File: config.mk
export PLATFORM = sky130hd
export DESIGN_NAME = stack_irq_ctrl
export DESIGN_NICKNAME = d
export VERILOG_FILES = /design/src/hw/stack_irq_pkg.sv /design/src/hw/irq_arb_if.sv /design/src/hw/irq_priority_arb.sv /design/src/hw/stack_irq_ctrl.sv
export SDC_FILE = /design/constraint.sdc
export NUM_CORES = 1
export LEC_CHECK = 0
export ABC_AREA = 1
export BUFFER_PORTS_ARGS = -buffer_cell sky130_fd_sc_hd__buf_2
export CAP_MARGIN = 15
export CORE_ASPECT_RATIO = 2
export CORE_MARGIN = 4
export CORE_UTILIZATION = 40
export DETAILED_ROUTE_END_ITERATION = 6
export HOLD_SLACK_MARGIN = 0.08
export SLEW_MARGIN = 20
export SYNTH_ARGS = -nofsm -noshare
export SYNTH_HDL_FRONTEND = slang
export SYNTH_SLANG_ARGS = --single-unit
export TNS_END_PERCENT = 50
File: constraint.sdc
create_clock -name ref_clk_i -period 2.6 [get_ports ref_clk_i]
set_input_delay 0.26 -clock ref_clk_i [delete_from_list [all_inputs] [get_ports ref_clk_i]]
set_output_delay 0.26 -clock ref_clk_i [all_outputs]
set_load 0.02 [all_outputs]
File: src/hw/stack_irq_pkg.sv
// Package with constants and types for the stack and interrupt control block.
package stack_irq_pkg;
    // ------------------------------------------------------------
    // Register map
    // ------------------------------------------------------------
    localparam logic [5:0] ADDR_STACK_POINTER_LOW_BYTE = 6'h3d;
    localparam logic [5:0] ADDR_STACK_POINTER_HIGH_BYTE = 6'h3e;
    localparam logic [5:0] ADDR_STATUS_FLAGS_REG = 6'h3f;
    localparam logic [7:0] RST_STACK_POINTER_LOW_BYTE = 8'hff;
    localparam logic [7:0] RST_STACK_POINTER_HIGH_BYTE = 8'h20;
    localparam int GIE_BIT = 7;
    // ------------------------------------------------------------
    // Sources and vectors
    // ------------------------------------------------------------
    localparam int NUM_SRC = 8;
    localparam int SRC_W = 3;
    localparam logic [15:0] VECTOR_STEP = 16'h0002;
    localparam logic [15:0] BOOT_START = 16'h3800;
    localparam logic [15:0] RESET_VECTOR_APP = 16'h0000;
    // ------------------------------------------------------------
    // Timing counts, in core clock cycles, and stack pointer steps
    // ------------------------------------------------------------
    localparam logic [3:0] ENTRY_CYCLES = 4'h5;
    localparam logic [3:0] WAKE_EXTRA_CYCLES = 4'h5;
    localparam logic [3:0] EXIT_CYCLES = 4'h5;
    localparam logic [15:0] SP_STEP_BYTE = 16'h0001;
    localparam logic [15:0] SP_STEP_CALL = 16'h0002;
    localparam logic [15:0] SP_STEP_INTERRUPT_EXIT = 16'h0003;
    // ------------------------------------------------------------
    // Stack operations requested by the sequencer
    // ------------------------------------------------------------
    typedef enum logic [2:0] {
        OP_NONE, OP_PUSH, OP_POP, OP_CALL, OP_RET
    } stack_op_t;
endpackage

File: src/hw/irq_arb_if.sv
// Interface between the controller and its priority arbiter.
`timescale 1ns/100ps
`default_nettype none
interface irq_arb_if;
    logic [stack_irq_pkg::NUM_SRC-1:0] req;
    logic any;
    logic [stack_irq_pkg::SRC_W-1:0] idx;
    modport ctrl (output req, input any, input idx);
    modport arb (input req, output any, output idx);
endinterface
`default_nettype wire

File: src/hw/irq_priority_arb.sv
// Fixed priority arbiter: lowest source index wins.
`timescale 1ns/100ps
`default_nettype none
module irq_priority_arb (
    // Request side
    irq_arb_if.arb arb
);
    // Scan from the highest index down so the lowest index wins last.
    always_comb begin
        arb.any = 1'b0;
        arb.idx = '0;
        for (int i = stack_irq_pkg::NUM_SRC - 1; i >= 0; i--) begin
            if (arb.req[i]) begin
                arb.any = 1'b1;
                arb.idx = stack_irq_pkg::SRC_W'(i);
            end
        end
    end
endmodule // irq_priority_arb
`default_nettype wire

File: src/hw/stack_irq_ctrl.sv
// Stack pointer and interrupt entry and exit control for an 8-bit core.
// Function
// - Stack grows downward, pointer marks top.
// - Byte push decrements, pop increments by one.
// - Calls and entry subtract two; returns add two.
// - Pointer bytes at I/O 0x3E and 0x3D.
// - Reset loads last internal SRAM address.
// - Core runs on undivided core clock.
// - Register ALU operation completes in one cycle.
// - Distinct vectors; lower address wins priority.
// - Take interrupt only with both enables set.
// - Relocate bit and fuse move vectors.
// - Entry clears global enable until set again.
// - Flags clear on vectoring or written one.
// - Flag conditions stay latched while disabled.
// - Level sources request only while present.
// - One instruction runs after interrupt exit.
// - Status flags never saved or restored.
// - Global disable blocks interrupts at once.
// - Instruction after global enable runs first.
// - Entry takes five cycles, after instruction.
// - Wake from sleep adds five cycles.
// - Exit five cycles, pointer plus three, enable.
`timescale 1ns/100ps
`default_nettype none
module stack_irq_ctrl (
    // Clock and reset
    // core clock
    input wire logic ref_clk_i,
    input wire logic rst_i,
    // I/O register port
    input wire logic [5:0] io_addr_i,
    input wire logic io_wr_i,
    input wire logic io_rd_i,
    input wire logic [7:0] io_wdata_i,
    output logic [7:0] io_rdata_o,
    // Stack operations from the sequencer
    input wire stack_irq_pkg::stack_op_t stack_op_i,
    input wire logic interrupt_exit_i,
    input wire logic sei_i,
    input wire logic cli_i,
    input wire logic instr_boundary_i,
    input wire logic sleeping_i,
    // Interrupt sources
    input wire logic [stack_irq_pkg::NUM_SRC-1:0] src_event_i,
    input wire logic [stack_irq_pkg::NUM_SRC-1:0] src_is_level_i,
    input wire logic [stack_irq_pkg::NUM_SRC-1:0] src_enable_i,
    input wire logic [stack_irq_pkg::NUM_SRC-1:0] flag_clear_i,
    // Vector control
    input wire logic vector_table_relocate_i,
    input wire logic boot_reset_vector_fuse_i,
    // Status and sequencer controls
    output logic [stack_irq_pkg::NUM_SRC-1:0] flag_o,
    output logic [15:0] stack_pointer_o,
    output logic global_enable_o,
    output logic irq_busy_o,
    output logic irq_taken_o,
    output logic [15:0] irq_vector_o,
    output logic [15:0] reset_vector_o
);
    // ------------------------------------------------------------
    // Local state
    // ------------------------------------------------------------
    typedef enum logic [1:0] {ST_RUN, ST_WAKE, ST_ENTRY, ST_EXIT} seq_state_t;
    seq_state_t state_r, state_nxt;
    logic [15:0] sp_r, sp_nxt;
    logic [7:0] status_flags_reg_r, status_flags_reg_nxt;
    logic [stack_irq_pkg::NUM_SRC-1:0] flag_r, flag_nxt;
    logic [3:0] cnt_r, cnt_nxt;
    logic hold_r, hold_nxt;
    logic [stack_irq_pkg::SRC_W-1:0] win_r, win_nxt;
    logic [15:0] vec_r, vec_nxt;
    logic taken_r, taken_nxt;
    logic [stack_irq_pkg::NUM_SRC-1:0] req;
    logic grant;
    typedef enum logic [1:0] {SEL_NONE, SEL_SP_LOW, SEL_SP_HIGH, SEL_STATUS} io_sel_t;
    io_sel_t io_sel;
    irq_arb_if arb_bus ();

    // ------------------------------------------------------------
    // Behaviour notes
    // ------------------------------------------------------------
    // The sequencer reports what it executes through one-cycle strobes:
    // a stack operation code, the exit, enable and disable instructions,
    // and a boundary strobe in the cycle where an instruction completes.
    // This block never fetches or decodes instructions itself.
    //
    // Interrupts are only granted on a boundary strobe, so a multi-cycle
    // instruction always finishes before its entry sequence starts.
    // The grant edge clears the global enable and the winner's flag, and
    // loads the vector register; the entry then runs for its fixed count
    // and lowers the pointer by two in its last cycle, which matches the
    // push of the return address by the sequencer.
    //
    // A request that meets the grant edge together with the disable strobe
    // is refused outright. Checking the strobe directly, rather than the
    // registered enable bit, is what makes the disable take effect at once.
    //
    // The enable strobe and the end of an exit both arm a one-instruction
    // hold. The hold is released by the next boundary strobe that is not
    // itself an enable or an exit, so exactly one instruction of the
    // interrupted program runs before a pending request is served.
    //
    // While the core sleeps, a grant first passes through the wake state,
    // which adds its own fixed count ahead of the normal entry. The start-up
    // time of the sleep mode itself is counted outside this block.
    //
    // The pointer is a plain 16-bit register. Nothing guards against it
    // wrapping below the start of data memory; keeping it in range is left
    // to software, as is saving the status register around a handler.
    //
    // Flags latch on a pulse from a flag-type source and stay latched while
    // either enable is clear. A software clear and a new event in the same
    // cycle leave the flag set, so an event is never lost to a late clear.
    // Level-type sources bypass the flags entirely and request service only
    // while their condition is present.
    //
    // Vectors are computed from the winner's index: reset owns the first
    // slot and source n the (n+1)th slot after it, at the application base or at
    // the start of the boot section when relocation is selected.
    //
    // Register writes from the I/O port are applied after the stack
    // operation in the same cycle, so a software write to a pointer byte
    // wins for that byte over a concurrent push or pop.
    //
    // Read data is combinational on the address and strobe; the sequencer
    // samples it in the same cycle and the value is zero otherwise.

    // ------------------------------------------------------------
    // I/O address decode
    // ------------------------------------------------------------
    // The write and read paths share one decode so they cannot drift.
    // An address outside the three mapped registers selects nothing.
    function automatic io_sel_t io_select(input logic [5:0] addr);
        unique case (addr)
            stack_irq_pkg::ADDR_STACK_POINTER_LOW_BYTE: io_select = SEL_SP_LOW;
            stack_irq_pkg::ADDR_STACK_POINTER_HIGH_BYTE: io_select = SEL_SP_HIGH;
            stack_irq_pkg::ADDR_STATUS_FLAGS_REG: io_select = SEL_STATUS;
            default: io_select = SEL_NONE;
        endcase
    endfunction

    assign io_sel = io_select(io_addr_i);

    // ------------------------------------------------------------
    // Vector address computation
    // ------------------------------------------------------------
    // The vector of source n sits n+1 steps above reset; reset is vector zero.
    function automatic logic [15:0] vector_of(input logic [stack_irq_pkg::SRC_W-1:0] idx, input logic reloc);
        logic [15:0] base;
        base = reloc ? stack_irq_pkg::BOOT_START : stack_irq_pkg::RESET_VECTOR_APP;
        vector_of = base + 16'((idx + 16'h0001) * stack_irq_pkg::VECTOR_STEP);
    endfunction

    // ------------------------------------------------------------
    // Request gating and arbitration
    // ------------------------------------------------------------
    // level sources pass live; flag sources pass latched.
    generate
        for (genvar g = 0; g < stack_irq_pkg::NUM_SRC; g++) begin : g_req
            assign req[g] = src_enable_i[g] & (src_is_level_i[g] ? src_event_i[g] : flag_r[g]);
        end
    endgenerate
    assign arb_bus.req = req;

    irq_priority_arb u_arb (
        .arb(arb_bus.arb)
    );

    // Gate the grant on the global enable, a completed instruction and no hold.
    // same-cycle disable
    always_comb begin
        grant = arb_bus.any & status_flags_reg_r[stack_irq_pkg::GIE_BIT] & ~cli_i & ~sei_i & ~hold_r
              & instr_boundary_i & (state_r == ST_RUN);
    end

    // ------------------------------------------------------------
    // Next state for flags, status, sequencer and pointer
    // ------------------------------------------------------------
    always_comb begin
        state_nxt = state_r;
        sp_nxt = sp_r;
        status_flags_reg_nxt = status_flags_reg_r;
        cnt_nxt = cnt_r;
        hold_nxt = hold_r;
        win_nxt = win_r;
        vec_nxt = vec_r;
        taken_nxt = 1'b0;
        // latch flags; written one clears, set wins over clear.
        flag_nxt = (flag_r & ~flag_clear_i) | (src_event_i & ~src_is_level_i);

        // A completed instruction releases the one-instruction hold.
        if (instr_boundary_i && state_r == ST_RUN && !sei_i && !interrupt_exit_i) begin
            hold_nxt = 1'b0;
        end

        unique case (stack_op_i)
            stack_irq_pkg::OP_PUSH: sp_nxt = sp_r - stack_irq_pkg::SP_STEP_BYTE;
            stack_irq_pkg::OP_POP: sp_nxt = sp_r + stack_irq_pkg::SP_STEP_BYTE;
            stack_irq_pkg::OP_CALL: sp_nxt = sp_r - stack_irq_pkg::SP_STEP_CALL;
            stack_irq_pkg::OP_RET: sp_nxt = sp_r + stack_irq_pkg::SP_STEP_CALL;
            default: sp_nxt = sp_r;
        endcase

        // Instruction controls of the global enable.
        // immediate disable
        if (cli_i) begin
            status_flags_reg_nxt[stack_irq_pkg::GIE_BIT] = 1'b0;
        end
        if (sei_i) begin
            status_flags_reg_nxt[stack_irq_pkg::GIE_BIT] = 1'b1;
            hold_nxt = 1'b1;
        end

        if (io_wr_i) begin
            unique case (io_sel)
                SEL_SP_LOW: sp_nxt[7:0] = io_wdata_i;
                SEL_SP_HIGH: sp_nxt[15:8] = io_wdata_i;
                SEL_STATUS: status_flags_reg_nxt = io_wdata_i;
                SEL_NONE: ;
            endcase
        end

        unique case (state_r)
            ST_RUN: begin
                if (grant) begin
                    win_nxt = arb_bus.idx;
                    vec_nxt = vector_of(arb_bus.idx, vector_table_relocate_i);
                    flag_nxt[arb_bus.idx] = src_event_i[arb_bus.idx] & ~src_is_level_i[arb_bus.idx];
                    status_flags_reg_nxt[stack_irq_pkg::GIE_BIT] = 1'b0;
                    if (sleeping_i) begin
                        state_nxt = ST_WAKE;
                        cnt_nxt = stack_irq_pkg::WAKE_EXTRA_CYCLES - 4'h1;
                    end else begin
                        state_nxt = ST_ENTRY;
                        cnt_nxt = stack_irq_pkg::ENTRY_CYCLES - 4'h1;
                    end
                end else if (interrupt_exit_i) begin
                    state_nxt = ST_EXIT;
                    cnt_nxt = stack_irq_pkg::EXIT_CYCLES - 4'h1;
                end
            end
            ST_WAKE: begin
                if (cnt_r == 4'h0) begin
                    state_nxt = ST_ENTRY;
                    cnt_nxt = stack_irq_pkg::ENTRY_CYCLES - 4'h1;
                end else begin
                    cnt_nxt = cnt_r - 4'h1;
                end
            end
            ST_ENTRY: begin
                // five-cycle entry, pointer drops by two on the last cycle.
                if (cnt_r == 4'h0) begin
                    state_nxt = ST_RUN;
                    sp_nxt = sp_r - stack_irq_pkg::SP_STEP_CALL;
                    taken_nxt = 1'b1;
                end else begin
                    cnt_nxt = cnt_r - 4'h1;
                end
            end
            ST_EXIT: begin
                // five cycles, plus three, enable set
                if (cnt_r == 4'h0) begin
                    state_nxt = ST_RUN;
                    sp_nxt = sp_r + stack_irq_pkg::SP_STEP_INTERRUPT_EXIT;
                    status_flags_reg_nxt[stack_irq_pkg::GIE_BIT] = 1'b1;
                    hold_nxt = 1'b1;
                end else begin
                    cnt_nxt = cnt_r - 4'h1;
                end
            end
        endcase
    end

    // ------------------------------------------------------------
    // State registers
    // ------------------------------------------------------------
    // every register settles in one cycle.
    // pointer resets to last SRAM address.
    always_ff @(posedge ref_clk_i) begin
        if (rst_i) begin
            state_r <= ST_RUN;
            sp_r <= {stack_irq_pkg::RST_STACK_POINTER_HIGH_BYTE, stack_irq_pkg::RST_STACK_POINTER_LOW_BYTE};
            status_flags_reg_r <= 8'h00;
            flag_r <= '0;
            cnt_r <= 4'h0;
            hold_r <= 1'b0;
            win_r <= '0;
            vec_r <= 16'h0000;
            taken_r <= 1'b0;
        end else begin
            state_r <= state_nxt;
            sp_r <= sp_nxt;
            status_flags_reg_r <= status_flags_reg_nxt;
            flag_r <= flag_nxt;
            cnt_r <= cnt_nxt;
            hold_r <= hold_nxt;
            win_r <= win_nxt;
            vec_r <= vec_nxt;
            taken_r <= taken_nxt;
        end
    end

    // ------------------------------------------------------------
    // Read data and outputs
    // ------------------------------------------------------------
    // Read data is combinational on the address; unmapped reads return zero.
    always_comb begin
        io_rdata_o = 8'h00;
        if (io_rd_i) begin
            unique case (io_sel)
                SEL_SP_LOW: io_rdata_o = sp_r[7:0];
                SEL_SP_HIGH: io_rdata_o = sp_r[15:8];
                SEL_STATUS: io_rdata_o = status_flags_reg_r;
                SEL_NONE: io_rdata_o = 8'h00;
            endcase
        end
    end

    assign flag_o = flag_r;
    assign stack_pointer_o = sp_r;
    assign global_enable_o = status_flags_reg_r[stack_irq_pkg::GIE_BIT];
    assign irq_busy_o = (state_r != ST_RUN);
    assign irq_taken_o = taken_r;
    assign irq_vector_o = vec_r;
    assign reset_vector_o = boot_reset_vector_fuse_i ? stack_irq_pkg::BOOT_START : stack_irq_pkg::RESET_VECTOR_APP;
endmodule // stack_irq_ctrl
`default_nettype wire

==> out/qor.yml <==
status:
  status: "finished clean"
floorplanning:
  die_h_um: 168
  dieArea_um2: 14800
  io_pins: 127
  die_x_um: 88.2
  start_util_pct: 41.0
  core_um2: 12600
  rows: 58
grt:
  overflow: 0
  met1_usage_pct: 24.1
  grt_use_met2_pct: 47.1
  grt_pass1_wl_um: 29300
  grt_max_degree: 20
  grt_use_total_pct: 25.7
  grt_pass1_vias: 5856
  antenna_found_initial: 0
  use_met3_pct: 2.06
  grt.busiest_layer: "met2"
worst_setup_path:
  cpMostUsedCell: "nand2_1"
  endpoint_kind: "flip-flop"
  cp_cell_sequence: "ha_1, inv_1, nand2_1, nand2_1, nor2_1, nand2_1, clkinv_1, nand2_1, inv_1, a21oi_1, o21ai_0, nand2_1, a22oi_1, a21oi_1"
  start_kind: "flip-flop"
  worstPathRequired_ns: 2.78
  worstPathMaxFanout: 9
  arrival_ns: 2.50
  critical_path_class: "reg -> reg"
  cpMaxStageDelayCell: "dfxtp_2"
  slowest_delay_ns: 0.45
placed_design:
  hpwl_um: 16000
  placed_area_um2: 5900
  portBuffers: 100
  gp_congestion: 0.967
cells_and_area:
  fin_area_um2: 6050
  final_cell_mix: "nand2_1, inv_1, buf_2"
  mostFrequentLayoutCell: "nand2_1"
  layout-drive-gt1-share_pct: 19.2
  final_nets: 1056
  antennaDiodeCount: 0
  fill_cells: 1437
  synthToLayoutAreaGrowth_pct: 17.7
drt:
  ant_nets: 0
  wire_per_inst_um: 17.2
  via_per_inst: 5.42
  route.detailed.drc: 0
  num_vias: 6061
  wl_um: 19200
  drt_first_iter_violations: 295
  drt_first_pass_iters: 5
clock_tree:
  cts.hold.buffers_added: 0
  cts.sinks: 45
  post_cts_buffers: 0
  root_buffer: "clkbuf_16"
  clock_latency_ns: 0.30
  numCtsBuffers: 5
  cts_tree: "done"
  path_clk_slew_ns: 0.07
  h-tree-depth: 2
  clock_path_buffers: 2
timing:
  timing.fmax_mhz: 431
  worstMarginPinSlew_ns: 0.567
  min_period_ns: 2.32
  finalCritPeriodShare_pct: 89.3
  skew_ns: 0.0103
  final_max_slew_viol_count: 0
  setup_viol: 0
  max_slew_margin_pct: 62.2
  fin_hold_ws_ns: 0.188
  tns_ns: 0
  rsz0062_at_grt: "no"
  finalHoldViolCount: 0
logic_synthesis:
  synth.area.top_cells: "dfxtp_1, nand2_1, inv_1"
  seq_area_frac_synth_pct: 17.5
  synth_cell_types: 53
  synth_top_area_share_pct: 17.5
  synth_seq_cells: 45
  synth_area_leader_cell: "dfxtp_1"
  async_reset_ff_share_pct: 0
  ys_dominant_reg_cell: "dfxtp_1"
  syn_area_um2: 5140
  syn_avg_cell_area_um2: 6.06
  synth-edff-count: 0
  ys_warn_count: 0
  synth_cells: 849
run:
  max-cap-violations: 0
power_and_ir_drop:
  irDropWorstVdd_v: 0.000397
  p_leak_nw: 3.04
  finalPower_mw: 5.43
  powerDensity_nw_per_um2: 897
worst_hold_path:
  min_path_type: "in -> reg"
[cell type report]
cell class,instances,area [µm²],area share (%)
Sequential cell,45,902,14.9
Inverter,130,488,8.06
Tap cell,150,188,3.10
Clock buffer,5,125,2.07
Multi-Input combinational cell,647,3540,58.5
Timing Repair Buffer,138,786,13.0
Clock inverter,3,21.3,0.351
[cells by family after synthesis]
| logic type | after synthesis | share of synthesized area [%] |
|---|---|---|
| AND/OR/NAND/NOR | 345 | 29.3 |
| AO/OA/AOI/OAI | 229 | 27.0 |
| buffers and inverters | 178 | 15.1 |
| flip-flops | 45 | 17.5 |
| adder cells (fa/ha/maj) | 29 | 7.20 |
| XOR/XNOR | 22 | 3.75 |
| other | 1 | 0.0729 |
[through the flow]
stage                     instances  util, %  worst slack [ns]
final                          1118     48.2             0.278
after global routing           1118     48.2            0.0682
after CTS                      1118     48.2             0.168
after detailed placement       1110     47.0            0.0769
after global placement         1110     47.0             0.128
after floorplan                 870        -             0.238
[report_power, final]
| part | switching (mW) | internal [mW] |
|---|---|---|
| Sequential | 0.248 | 0.845 |
| Clock | 0.315 | 0.359 |
| Combinational | 2.37 | 1.29 |
| Total | 2.94 | 2.49 |
[what timing repair did]
action	4_1_cts	5_1_grt
gates resized for setup	0	1
endpoints found under the hold margin	0	0
endpoints found under the setup margin	0	1
[synthesized netlist by cell type, types with 6 or more instances]
cell type,n
o22ai_1,13
o21ai_0,77
clkbuf_1,14
o21ai_1,10
dfxtp_1,45
buf_4,27
o221ai_1,9
nor2_2,6
nor2_1,75
a21oi_1,60
nor3_1,8
inv_1,117
nand3_1,61
xor2_1,18
inv_2,10
ha_1,28
nand2_1,170
o211ai_1,22
a31oi_1,6
buf_2,6
[critical path, delay by kind of cell (launching register included)]
family                   cells  cell delay [ns]
buffers and inverters        3             0.29
flip-flops                   1             0.45
AO/OA/AOI/OAI                4             0.51
AND/OR/NAND/NOR              6             0.73
adder cells (fa/ha/maj)      1             0.20
[per-layer routing]
metal  up-vias  part of all wire [%]
met1      2694                    33
met3        86                   5.8
met2       252                    52
met5         -                     0
li1       3029                     -
met4         0                   9.7
[path summary, 6_finish.rpt]
path	from	depth (start not counted)	end	slack, ns
max	stack_pointer_o[2]	14	stack_pointer_o[15]	0.28
min reg2reg	status_flags_reg_r[2]	2	status_flags_reg_r[2]	0.45
max reg2reg	stack_pointer_o[2]	14	stack_pointer_o[15]	0.28
min	sei_i	3	hold_r	0.19
[registers in the layout, summed over array words and instances, names as in the netlist]
name and flops:
irq_taken_o 1, state_r 2, hold_r 1, status_flags_reg_r 8, cnt_r 4, flag_o 8
irq_vector_o 5, stack_pointer_o 16
Power figures use the tool's default switching activity.
